==> src/shared/alert_pkg.sv <==
// Contract
// - Only six event sources, gated by global enable, may drive the alert.
// - Status bit 7 reads 1 when any flag and its enable are both set.
// - Alert output low while pending bit is 1 and global enable is 1.
// - Buffer fault bit 6 sets on overrun or underrun, holds until host clears.
// - Late collision bit sets on collision after 64 bytes, host clearable.
// - Receive active bit 2 follows the receive logic busy state.
// - Transmit aborted bit 1 sets on abort, host clearable.
// - Oscillator ready bit 0 is 0 while startup timer counts, then 1.
// - Oscillator ready clears only at power-on reset.
// - Enable bit 6 unmasks the receive pending flag.
// - Enable bit 3 unmasks the transmit done flag.
// - Enable bit 0 unmasks the receive error flag.
// - Status bits 5 and 3 read as 0.
// - Flags set on their condition regardless of enables, link change excepted.
// - Alert stays low until every causing flag is cleared or masked.
// - Re-setting global enable with a pending flag gives a fresh falling edge.
package alert_pkg;

   // ****************************************
   // Register field positions
   // ****************************************
   localparam int EN_RXERR   = 0;
   localparam int EN_TXERR   = 1;
   localparam int EN_RSVD    = 2;
   localparam int EN_TXDONE  = 3;
   localparam int EN_LINK    = 4;
   localparam int EN_COPY    = 5;
   localparam int EN_RXPEND  = 6;
   localparam int EN_GLOBAL  = 7;

   localparam int ST_OSCRDY  = 0;
   localparam int ST_TXABORT = 1;
   localparam int ST_RXACT   = 2;
   localparam int ST_LATE_COLLISION = 4;
   localparam int ST_BUFFLT  = 6;
   localparam int ST_PEND    = 7;

   // ****************************************
   // Reset values and enable write mask
   // ****************************************
   localparam logic [7:0] ENABLE_RESET = 8'h00;
   localparam logic [7:0] FLAGS_RESET  = 8'h00;
   localparam logic [7:0] ENABLE_MASK  = 8'hFB;

   typedef struct packed {
      logic rx_error;
      logic tx_error;
      logic tx_done;
      logic link_change;
      logic copy_done;
      logic rx_pending;
      logic buffer_fault;
      logic late_collision;
      logic tx_aborted;
   } event_type;

   typedef struct packed {
      logic       wr;
      logic       clr;
      logic [7:0] data;
   } reg_access_type;

endpackage

==> src/verilog/interrupt_status_enable.sv <==
`timescale 1ns/1ps
module interrupt_status_enable
   import alert_pkg::*;
(
   input  wire logic           clk_i,
   input  wire logic           rst_b_i,
   input  wire logic           por_b_i,
   input  wire event_type      event_i,
   input  wire logic           rx_active_i,
   input  wire logic           timer_expired_i,
   input  wire logic           zero_packets_i,
   input  wire logic           phy_status_read_i,
   input  wire reg_access_type enable_acc_i,
   input  wire reg_access_type flags_acc_i,
   input  wire reg_access_type status_acc_i,
   output logic [7:0]          irq_enable_reg_o,
   output logic [7:0]          event_flag_reg_o,
   output logic [7:0]          status_flags_reg_o,
   output logic                alert_b_o
);

   // ****************************************
   // State
   // ****************************************
   logic [7:0] enable_q;
   logic [7:0] enable_d;
   logic [7:0] flags_q;
   logic [7:0] flags_d;
   logic       buffer_fault_q;
   logic       buffer_fault_d;
   logic       late_collision_q;
   logic       late_collision_d;
   logic       tx_aborted_q;
   logic       tx_aborted_d;
   logic       osc_ready_q;
   logic       osc_ready_d;
   logic       rx_active_d;
   logic       alert_b_q;
   logic       alert_b_d;
   logic       pending;
   logic       alert_on;
   logic [7:0] source_hits;
   logic [7:0] status_clr;
   logic [7:0] status_rd;
   logic [7:0] status_rst;

   // Clearable bit: set wins over a host clear
   function automatic logic sticky(input logic cur, input logic set,
                                   input logic clr);
      sticky = set | (cur & ~clr);
   endfunction

   // Enabled flags among the six sources that may alert
   function automatic logic [7:0] masked_hits(input logic [7:0] flags,
                                              input logic [7:0] enable);
      logic [7:0] srcs;
      srcs            = 8'h00;
      srcs[EN_RXERR]  = 1'b1;
      srcs[EN_TXERR]  = 1'b1;
      srcs[EN_TXDONE] = 1'b1;
      srcs[EN_LINK]   = 1'b1;
      srcs[EN_COPY]   = 1'b1;
      srcs[EN_RXPEND] = 1'b1;
      masked_hits     = flags & enable & srcs;
   endfunction

   // ****************************************
   // Enable register
   // ****************************************
   always_comb
   begin
      enable_d = enable_q;
      if (enable_acc_i.wr)
      begin
         enable_d = enable_acc_i.data & ENABLE_MASK;
      end
      else if (enable_acc_i.clr)
      begin
         enable_d = enable_q & ~enable_acc_i.data;
      end
   end

   always_ff @(posedge clk_i)
   begin
      if (!rst_b_i)
      begin
         enable_q <= ENABLE_RESET;
      end
      else
      begin
         enable_q <= enable_d;
      end
   end

   // ****************************************
   // Event flags
   // ****************************************
   always_comb
   begin
      logic [7:0] setv;
      logic [7:0] clrv;
      setv = 8'h00;
      clrv = 8'h00;
      // Host bit-field clear reaches the four host clearable flags
      if (flags_acc_i.clr)
      begin
         clrv[EN_RXERR]  = flags_acc_i.data[EN_RXERR];
         clrv[EN_TXERR]  = flags_acc_i.data[EN_TXERR];
         clrv[EN_TXDONE] = flags_acc_i.data[EN_TXDONE];
         clrv[EN_COPY]   = flags_acc_i.data[EN_COPY];
      end
      // Receive pending and link change follow their own clear events
      clrv[EN_RXPEND] = zero_packets_i;
      clrv[EN_LINK]   = phy_status_read_i;
      // Unused positions never hold a flag
      clrv[EN_RSVD]   = 1'b1;
      clrv[EN_GLOBAL] = 1'b1;
      // Set on the event alone, whatever the enables
      setv[EN_RXERR]  = event_i.rx_error;
      setv[EN_TXERR]  = event_i.tx_error;
      setv[EN_TXDONE] = event_i.tx_done;
      setv[EN_COPY]   = event_i.copy_done;
      setv[EN_RXPEND] = event_i.rx_pending;
      // Link change only latched while its enable is set
      setv[EN_LINK]   = event_i.link_change & enable_q[EN_LINK];
      for (int i = 0; i < 8; i++)
      begin
         flags_d[i] = sticky(flags_q[i], setv[i], clrv[i]);
      end
   end

   always_ff @(posedge clk_i)
   begin
      if (!rst_b_i)
      begin
         flags_q <= FLAGS_RESET;
      end
      else
      begin
         flags_q <= flags_d;
      end
   end

   // ****************************************
   // Status bits
   // ****************************************
   always_comb
   begin
      status_clr = 8'h00;
      if (status_acc_i.clr)
      begin
         status_clr = status_acc_i.data;
      end
      buffer_fault_d   = sticky(buffer_fault_q, event_i.buffer_fault,
                                status_clr[ST_BUFFLT]);
      late_collision_d = sticky(late_collision_q, event_i.late_collision,
                                status_clr[ST_LATE_COLLISION]);
      tx_aborted_d     = sticky(tx_aborted_q, event_i.tx_aborted,
                                status_clr[ST_TXABORT]);
      // Level from the receive logic, not latched
      rx_active_d      = rx_active_i;
      // Power-on reset pulls the bit low in the same cycle
      osc_ready_d      = por_b_i & (osc_ready_q | timer_expired_i);
   end

   always_ff @(posedge clk_i)
   begin
      if (!rst_b_i)
      begin
         buffer_fault_q   <= 1'b0;
         late_collision_q <= 1'b0;
         tx_aborted_q     <= 1'b0;
      end
      else
      begin
         buffer_fault_q   <= buffer_fault_d;
         late_collision_q <= late_collision_d;
         tx_aborted_q     <= tx_aborted_d;
      end
   end

   // ****************************************
   // Oscillator ready
   // ****************************************
   // Survives all resets but power-on
   always_ff @(posedge clk_i)
   begin
      if (!por_b_i)
      begin
         osc_ready_q <= 1'b0;
      end
      else
      begin
         osc_ready_q <= osc_ready_d;
      end
   end

   // ****************************************
   // Pending
   // ****************************************
   always_comb
   begin
      // Next values, so the status copy tracks the registers it mirrors
      source_hits = masked_hits(flags_d, enable_d);
      pending     = |source_hits;
      alert_on    = pending & enable_d[EN_GLOBAL];
   end

   // ****************************************
   // Alert output
   // ****************************************
   always_comb
   begin
      alert_b_d = 1'b1;
      if (alert_on)
      begin
         alert_b_d = 1'b0;
      end
   end

   always_ff @(posedge clk_i)
   begin
      if (!rst_b_i)
      begin
         alert_b_q <= 1'b1;
      end
      else
      begin
         alert_b_q <= alert_b_d;
      end
   end

   // ****************************************
   // Status register
   // ****************************************
   always_comb
   begin
      status_rd             = 8'h00;
      status_rd[ST_PEND]    = pending;
      status_rd[ST_BUFFLT]  = buffer_fault_d;
      status_rd[ST_LATE_COLLISION] = late_collision_d;
      status_rd[ST_RXACT]   = rx_active_d;
      status_rd[ST_TXABORT] = tx_aborted_d;
      status_rd[ST_OSCRDY]  = osc_ready_d;
      // Only the oscillator bit outlives a plain reset
      status_rst            = 8'h00;
      status_rst[ST_OSCRDY] = osc_ready_d;
   end

   always_ff @(posedge clk_i)
   begin
      if (!rst_b_i)
      begin
         status_flags_reg_o <= status_rst;
      end
      else
      begin
         status_flags_reg_o <= status_rd;
      end
   end

   // ****************************************
   // Register outputs
   // ****************************************
   assign alert_b_o        = alert_b_q;
   assign irq_enable_reg_o = enable_q;
   assign event_flag_reg_o = flags_q;

endmodule

==> config.mk <==
export PLATFORM = sky130hd
export DESIGN_NAME = interrupt_status_enable
export DESIGN_NICKNAME = d
export VERILOG_FILES = /design/src/shared/alert_pkg.sv /design/src/verilog/interrupt_status_enable.sv
export SDC_FILE = /design/constraint.sdc
export NUM_CORES = 1
export LEC_CHECK = 0
export BUFFER_PORTS_ARGS = -buffer_cell sky130_fd_sc_hd__buf_2
export CAP_MARGIN = 20
export CORE_UTILIZATION = 35
export DETAILED_ROUTE_END_ITERATION = 16
export GPL_TIMING_DRIVEN = 0
export PLACE_DENSITY = 0.73
export SYNTH_ARGS = -nofsm -noshare
export SYNTH_HDL_FRONTEND = slang
export SYNTH_SLANG_ARGS = --single-unit
==> constraint.sdc <==
create_clock -name clk_i -period 1.3 [get_ports clk_i]
set_input_delay 0.13 -clock clk_i [delete_from_list [all_inputs] [get_ports clk_i]]
set_output_delay 0.13 -clock clk_i [all_outputs]
set_load 0.1 [all_outputs]
==> impl_results.rst, run 1 <==
.. list-table::
   :header-rows: 1

   * - Metric
     - Value
   * - Vias in the first global route
     - 744
   * - Required time of the worst setup path
     - 1.51 ns
   * - Max-cap violation count
     - 0
   * - Critical path endpoint category
     - flop
   * - Total leakage power
     - 0.657 nW
   * - TritonCTS clock tree
     - yes
   * - Worst-path cell chain
     - a21boi_0 -> mux2i_1 -> o22ai_1 -> o31a_1
   * - Met2 layer wire length in the routed design
     - 986 um
   * - Remaining global-route overflow
     - 0
   * - Number of port buffers
     - 54
   * - Number of vias per cell after detailed routing
     - 4.47
   * - Setup TNS
     - 0 ns
   * - Count of clock tree sinks
     - 22
   * - Final design utilization
     - 0.562
   * - Half-perimeter wire length after detailed placement
     - 1550 um
   * - Critical Path Start Type
     - flop
   * - Max Slew Vio Count
     - 0
   * - Worst stage delay on the critical path
     - 0.36 ns
   * - Final setup violating endpoints
     - 0
   * - Number of optimization iterations in the first detailed-route pass
     - 3
   * - Skew-Pair Late Insertion Delay
     - 0.30 ns
   * - Status
     - completed
   * - Routed WL
     - 1990 um
   * - Nets@finish
     - 201
   * - Most instantiated library cell after synthesis
     - sky130_fd_sc_hd__dfxtp_1
   * - Clock skew
     - 0.00136 ns
   * - Slowest cell on the critical path
     - sky130_fd_sc_hd__dfxtp_4
   * - Diodes inserted
     - 0
   * - Critical path class
     - reg -> reg
   * - Worst reg2reg setup slack
     - 0.07 ns
   * - Clock transition at the registers of the reported paths
     - 0.12 ns
   * - Classification of the worst-slack hold path
     - in -> reg
   * - WL met3
     - 111 um
   * - Highest metal layer with signal wires
     - met4
   * - Count of buffer and inverter cells on the critical path
     - 0
   * - Total Power Consumption
     - 0.00166 W
   * - Power density cells
     - 1290 nW/um^2
   * - Initial core utilization
     - 0.383
   * - Met1 WL
     - 880 um
   * - Largest net degree at the start of global routing
     - 13
   * - Post-detailed-placement cell area
     - 1230 um^2
   * - Root cell of the clock tree
     - sky130_fd_sc_hd__clkbuf_4
   * - Global-route wire length before repair
     - 3130 um
   * - Die area
     - 2720 um^2
   * - Placer Congestion
     - 0.667
   * - Area of the mapped netlist
     - 881 um^2
   * - Number of warnings issued by yosys
     - 0
   * - Number of instances in the synthesized netlist
     - 91
   * - Unrepaired setup endpoints after global routing
     - no
   * - Share of cells above drive strength 1
     - 0.526
   * - Post-detailed-route wirelength per cell
     - 10.9 um
   * - Crit path arrival time
     - 1.43 ns
   * - Ports placed on the boundary
     - 71
   * - DRC violation total after the first TritonRoute iteration
     - 7
   * - Top cell type by total area after synthesis
     - sky130_fd_sc_hd__dfxtp_1
   * - Post-route minimum period
     - 1.23 ns
   * - Number of placement rows
     - 17
   * - Number of hold-slack violations in the final timing report
     - 0
   * - DRC violation count after routing
     - 0
   * - Worst-case vdd ir drop
     - 710 uV
   * - Period utilisation layout
     - 0.943
   * - Peak Freq
     - 816 MHz
   * - Top post-synthesis cells by count
     - sky130_fd_sc_hd__dfxtp_1, sky130_fd_sc_hd__nor2b_1, sky130_fd_sc_hd__nand2_1, sky130_fd_sc_hd__a21oi_1
   * - Sequential share of the synthesized area
     - 0.500
   * - Top cell type's share of synthesized area
     - 0.500
   * - Area of the placeable core
     - 2300 um^2
   * - H-tree level count
     - 1
   * - Remaining number of nets flagged by the antenna check after routing
     - 0
   * - Overall via count from detail_route
     - 814
   * - Number of antenna violations at the first check in global routing
     - 0
   * - Overall global routing resource usage
     - 0.160
   * - Synth-to-Final Area Change
     - 46.4%
   * - Die height
     - 52.2 um
   * - Share of synthesized registers carrying an async set or reset
     - 0
   * - Synthesized flop and latch total
     - 22
   * - Top cell family by delay on the critical path
     - compound AO/OA/AOI/OAI gates
   * - Post-synth EDFFs
     - 0
   * - Worst Path Max Fanout
     - 2
   * - Number of buffers on the longest clock path
     - 2
   * - Predominant post-synthesis flop cell
     - sky130_fd_sc_hd__dfxtp_1
   * - Final std cell area, no fill
     - 1290 um^2
   * - Main area contributors after synthesis
     - sky130_fd_sc_hd__dfxtp_1, sky130_fd_sc_hd__nor2b_1, sky130_fd_sc_hd__mux2i_1, sky130_fd_sc_hd__a21boi_0, sky130_fd_sc_hd__buf_4
   * - Number of buffers inserted during clock tree synthesis
     - 3
   * - Chip Width
     - 52.2 um
   * - Synth unique cells
     - 21
   * - Synthesized area per cell
     - 9.68 um^2
## metal layers
metal  track usage  up-vias
li1              -      424
met1         0.180      354
met2         0.288       34
met3        0.0263        2
met4        0.0789        0
met5             0        -
## kinds of logic after synthesis
group                  share of synthesized area
other                                    0.00426
muxes                                     0.0682
DFF                                        0.500
buffers and inverters                     0.0781
AOI/OAI and AO/OA                          0.179
and+or+nand+nor                            0.170
## stage by stage
| step | worst slack, ns | cells | hold WS [ns] |
|---|---|---|---|
| finish | 0.0741 | 182 | 0.0297 |
| global route | 0.0145 | 182 | 0.0161 |
| CTS | 0.00563 | 181 | 0.0220 |
| detailed placement | 0.0916 | 176 | 0.324 |
| global placement | 0.117 | 176 | 0.313 |
| floorplan | 0.0269 | 94 | 0.222 |
## placed cells by master, fill, tap and decap left out, drive strengths merged, types with 2 or more instances in the layout
cell type,instances
a21boi,7
a21oi,8
and2b,3
buf,62
clkbuf,6
conb,4
dfxtp,22
inv,2
mux2i,6
nand2,10
nor2b,12
o21a,2
o22ai,3
## sequential cells by signal, summed over array words and instances, names as in the netlist
register / count
status_flags_reg_o: 6
osc_ready_q: 1
irq_enable_reg_o: 8
event_flag_reg_o: 6
alert_b_o: 1
## cell type report
class	instances	area [um^2]
fill	221	1010
sequential	22	472
multi-input combinational	61	383
timing repair buffer	56	295
buffer	9	61.3
clock buffer	4	36.3
tap	28	35.0
inverter	2	7.51
## where the power goes
group	switching, W	internal, W	total [W]
Sequential	0.0000176	0.000713	0.000730
Combinational	0.000425	0.000133	0.000558
Clock	0.000201	0.000171	0.000372
## final timing paths
check / startpoint / end / cells past startpoint
min: rx_active_i / status_flags_reg_o[2] / 2
max reg2reg: irq_enable_reg_o[1] / status_flags_reg_o[7] / 4
max: irq_enable_reg_o[1] / status_flags_reg_o[7] / 4
min reg2reg: irq_enable_reg_o[2] / irq_enable_reg_o[2] / 2
## timing repair
action,in CTS,in global routing
resized for setup,2,1
endpoints found under the setup margin,2,2
setup buffers,0,1
hold buffers,1,0
hold endpoints to repair,1,0
Note: power is estimated with default switching activity, not from simulation.
==> inputs of run 2 (changes only) <==
- BUFFER_PORTS_ARGS: -buffer_cell sky130_fd_sc_hd__buf_2 -> default
- CORE_ASPECT_RATIO: default -> 0.7
- DONT_BUFFER_PORTS: default -> 1
- PLACE_DENSITY: 0.73 -> default
- RECOVER_POWER: default -> 50
==> run 2 against run 1 <==
  * The run now ends with setup timing left
  * Design area shrank 4.3%
  * Clock power shrank 2%
  * Combinational power shrank 50%
  * Via count shrank 14%
  * Worst setup slack lost 0.14 ns
  * Core utilization shrank 1.5 points
  * Cell count shrank 19%
  * Sequential power grew 33%
  * Total power shrank 2.6%
==> impl_results.rst, run 2 (synthesis gave the netlist of run 1 again) <==
.. list-table::
   :header-rows: 1

   * - Metric
     - Value
   * - Commonest non-fill, non-tap cells in the layout
     - sky130_fd_sc_hd__dlygate4sd3_1, sky130_fd_sc_hd__nor2b_1, sky130_fd_sc_hd__dfxtp_4
   * - Setup TNS
     - -0.0646 ns (-0.0646 ns)
   * - Power share of the combinational group
     - 0.174 (-0.162)
   * - Clock skew
     - 0.00235 ns (+0.000989 ns)
   * - Overall via count from detail_route
     - 703 (-14%)
   * - Number of hold-slack violations in the final timing report
     - 0 (unchanged)
   * - Synth-to-Final Area Change
     - 40.2%
   * - Crit path capture
     - status_flags_reg_o[7]
   * - Period utilisation layout
     - 1.05 (+0.107)
   * - Critical R2R Capture
     - status_flags_reg_o[7]
   * - Final setup violating endpoints
     - 1 (+1)
   * - Placer Congestion
     - 0.622 (-6.7%)
   * - Required time of the worst setup path
     - 1.50 ns (about the same)
   * - Flip-flop count of the largest register, all copies and words added
     - 8 (unchanged)
   * - Post-detailed-route wirelength per cell
     - 13.4 um (+23%)
   * - TritonCTS clock tree
     - yes
   * - Leading cell type in the layout, fill and taps excluded
     - sky130_fd_sc_hd__dlygate4sd3_1
   * - Half-perimeter wire length after detailed placement
     - 1350 um (-13%)
   * - H-tree level count
     - 1 (unchanged)
   * - Net switching power
     - 0.000620 W (-3.6%)
   * - Switching part of the total
     - 0.384 (-0.00386)
   * - Worst-margin pin slew
     - 0.522 ns
   * - Diodes inserted
     - 0 (unchanged)
   * - Global-route wire length before repair
     - 2880 um (-7.9%)
   * - Die area
     - 2720 um^2 (+0.12%)
   * - Clock transition at the registers of the reported paths
     - 0.12 ns (about the same)
   * - Count of clock tree sinks
     - 22 (unchanged)
   * - Skew-Pair Late Insertion Delay
     - 0.30 ns (about the same)
   * - Share of cells above drive strength 1
     - 0.345 (-0.181)
   * - Initial core utilization
     - 0.390 (+0.00637)
   * - Worst Path Max Fanout
     - 2 (unchanged)
   * - Chip Width
     - 62.0 um (+19%)
   * - Number of vias per cell after detailed routing
     - 4.75 (+6.2%)
   * - Post-route minimum period
     - 1.36 ns (+0.139 ns)
   * - Number of placed instances with taps included
     - 126 (-28%)
   * - Remaining number of nets flagged by the antenna check after routing
     - 0 (unchanged)
   * - Max-cap violation count
     - 0 (unchanged)
   * - Critical path class
     - reg -> reg
   * - Routed WL
     - 1980 um (-0.30%)
   * - Worst reg2reg setup slack
     - -0.06 ns (-0.14 ns)
   * - Number of buffers on the longest clock path
     - 2 (unchanged)
   * - Number of placement rows
     - 14 (-3)
   * - Fin cells
     - 148 (-19%)
   * - Crit path arrival time
     - 1.56 ns (+0.13 ns)
   * - Classification of the worst-slack hold path
     - in -> reg
   * - Number of port buffers
     - 0 (-100%)
   * - Total leakage power
     - 0.504 nW (-23%)
   * - Peak Freq
     - 733 MHz (-10%)
   * - DRC violation total after the first TritonRoute iteration
     - 25 (+18)
   * - Min setup slack post-route
     - -0.0646 ns (-0.139 ns)
   * - Vias in the first global route
     - 686 (-7.8%)
   * - Max Slew Vio Count
     - 0 (unchanged)
   * - Number of optimization iterations in the first detailed-route pass
     - 4 (+1)
   * - Unrepaired setup endpoints after global routing
     - yes
   * - Number of buffers inserted during clock tree synthesis
     - 3 (unchanged)
   * - Power share of the clock group
     - 0.225 (about the same)
   * - Ports placed on the boundary
     - 71 (unchanged)
   * - Area of the placeable core
     - 2260 um^2 (-1.6%)
   * - Nets@finish
     - 163 (-19%)
   * - Failing checks
     - setup timing
   * - Portion of total power attributed to sequential cells
     - 0.601 (+0.161)
   * - Remaining max-slew budget at the tightest pin
     - 0.652
   * - Largest net degree at the start of global routing
     - 13 (unchanged)
   * - Remaining global-route overflow
     - 0 (unchanged)
   * - Power density cells
     - 1310 nW/um^2 (+1.7%)
   * - Root cell of the clock tree
     - sky130_fd_sc_hd__clkbuf_4
   * - Critical path startpoint
     - irq_enable_reg_o[0]
   * - Worst-case vdd ir drop
     - 730 uV (+2.8%)
   * - Die height
     - 44.0 um (-16%)
   * - Internal power
     - 0.000996 W (-2.0%)
   * - Status
     - finished, violations left
   * - Critical path endpoint category
     - flop
   * - DRC violation count after routing
     - 0 (unchanged)
   * - Number of cells on the worst reg-to-reg path
     - 4 (unchanged)
   * - Number of antenna violations at the first check in global routing
     - 0 (unchanged)
   * - Crit Reg-Reg Startpoint
     - irq_enable_reg_o[0]
   * - Overall global routing resource usage
     - 0.150 (-0.0102)
   * - Total Power Consumption
     - 0.00162 W (-2.6%)
   * - Critical Path Start Type
     - flop
## run 2: cell count changes in the layout (fill, tap and decap cells not counted), moves of 2 or more
cell	previous run	this run
sky130_fd_sc_hd__mux2i_2	0	2
sky130_fd_sc_hd__o22ai_1	3	0
sky130_fd_sc_hd__buf_2	52	1
sky130_fd_sc_hd__mux2i_1	6	4
sky130_fd_sc_hd__o22ai_2	0	3
sky130_fd_sc_hd__a21boi_0	7	3
sky130_fd_sc_hd__dfxtp_4	6	11
sky130_fd_sc_hd__dfxtp_1	9	4
sky130_fd_sc_hd__dlygate4sd3_1	1	16
sky130_fd_sc_hd__a21boi_1	0	2
## run 2: layout make-up
| class | instances | area, um^2 |
|---|---|---|
| fill | 208 | 1020 |
| sequential | 22 | 490 |
| multi-input combinational | 61 | 424 |
| timing repair buffer | 18 | 175 |
| buffer | 9 | 61.3 |
| tap | 32 | 40.0 |
| clock buffer | 4 | 36.3 |
| inverter | 2 | 7.51 |
## run 2: power by group through the flow
stage	Sequential, W	Clock (W)	Combinational, W
final	0.000972	0.000364	0.000280
after detailed placement	0.000991	0	0.000215
after floorplan	0.000984	0	0.000198
after CTS	0.000977	0.000383	0.000258
after global routing	0.000979	0.000403	0.000300
after global placement	0.000990	0	0.000212
## run 2: critical path: stages (launching register included)
cell and delay, ns:
sky130_fd_sc_hd__dfxtp_4 0.47, sky130_fd_sc_hd__a21boi_0 0.16, sky130_fd_sc_hd__mux2i_1 0.23, sky130_fd_sc_hd__o22ai_2 0.12
sky130_fd_sc_hd__o31a_1 0.29
## run 2: worst min path at each step
stage / cells past startpoint / to / slack [ns] / start
2_1_floorplan: 1 / irq_enable_reg_o[2] / 0.22 / enable_acc_i[8]
3_3_place_gp: 1 / irq_enable_reg_o[2] / 0.22 / enable_acc_i[8]
3_5_place_dp: 1 / irq_enable_reg_o[2] / 0.23 / enable_acc_i[8]
4_1_cts: 2 / irq_enable_reg_o[0] / 0.02 / enable_acc_i[0]
5_1_grt: 2 / irq_enable_reg_o[4] / 0.007 / enable_acc_i[4]
6_report: 2 / irq_enable_reg_o[4] / 0.02 / enable_acc_i[4]
## run 2: layer usage
layer / wire [um] / track usage / vias up / share of wire
met2: 923 / 0.247 / 40 / 0.47
met4: 8 / 0.0267 / 0 / 0.0040
li1: - / - / 347 / -
met1: 846 / 0.166 / 314 / 0.43
met5: 0 / 0 / - / 0
met3: 205 / 0.0925 / 2 / 0.10
## run 2: per-stage QoR
step / util / setup WS [ns] / hold slack [ns] / instance area, um^2
after floorplan: - / 0.0269 / 0.222 / 923
after global placement: 0.426 / -0.0431 / 0.224 / 963
after detailed placement: 0.426 / -0.0405 / 0.228 / 963
after CTS: 0.517 / -0.0582 / 0.0228 / 1170
after global routing: 0.547 / -0.101 / 0.00671 / 1230
final: 0.547 / -0.0646 / 0.0228 / 1230
## run 2: repair_timing
| item | 4_1_cts | 5_1_grt |
|---|---|---|
| hold endpoints to repair | 19 | 0 |
| buffers inserted | 0 | 2 |
| pin swaps | 1 | 4 |
| gates resized for setup | 6 | 16 |
| endpoints found under the setup margin | 8 | 2 |
| hold buffers | 16 | 0 |
| cloned | 0 | 0 |
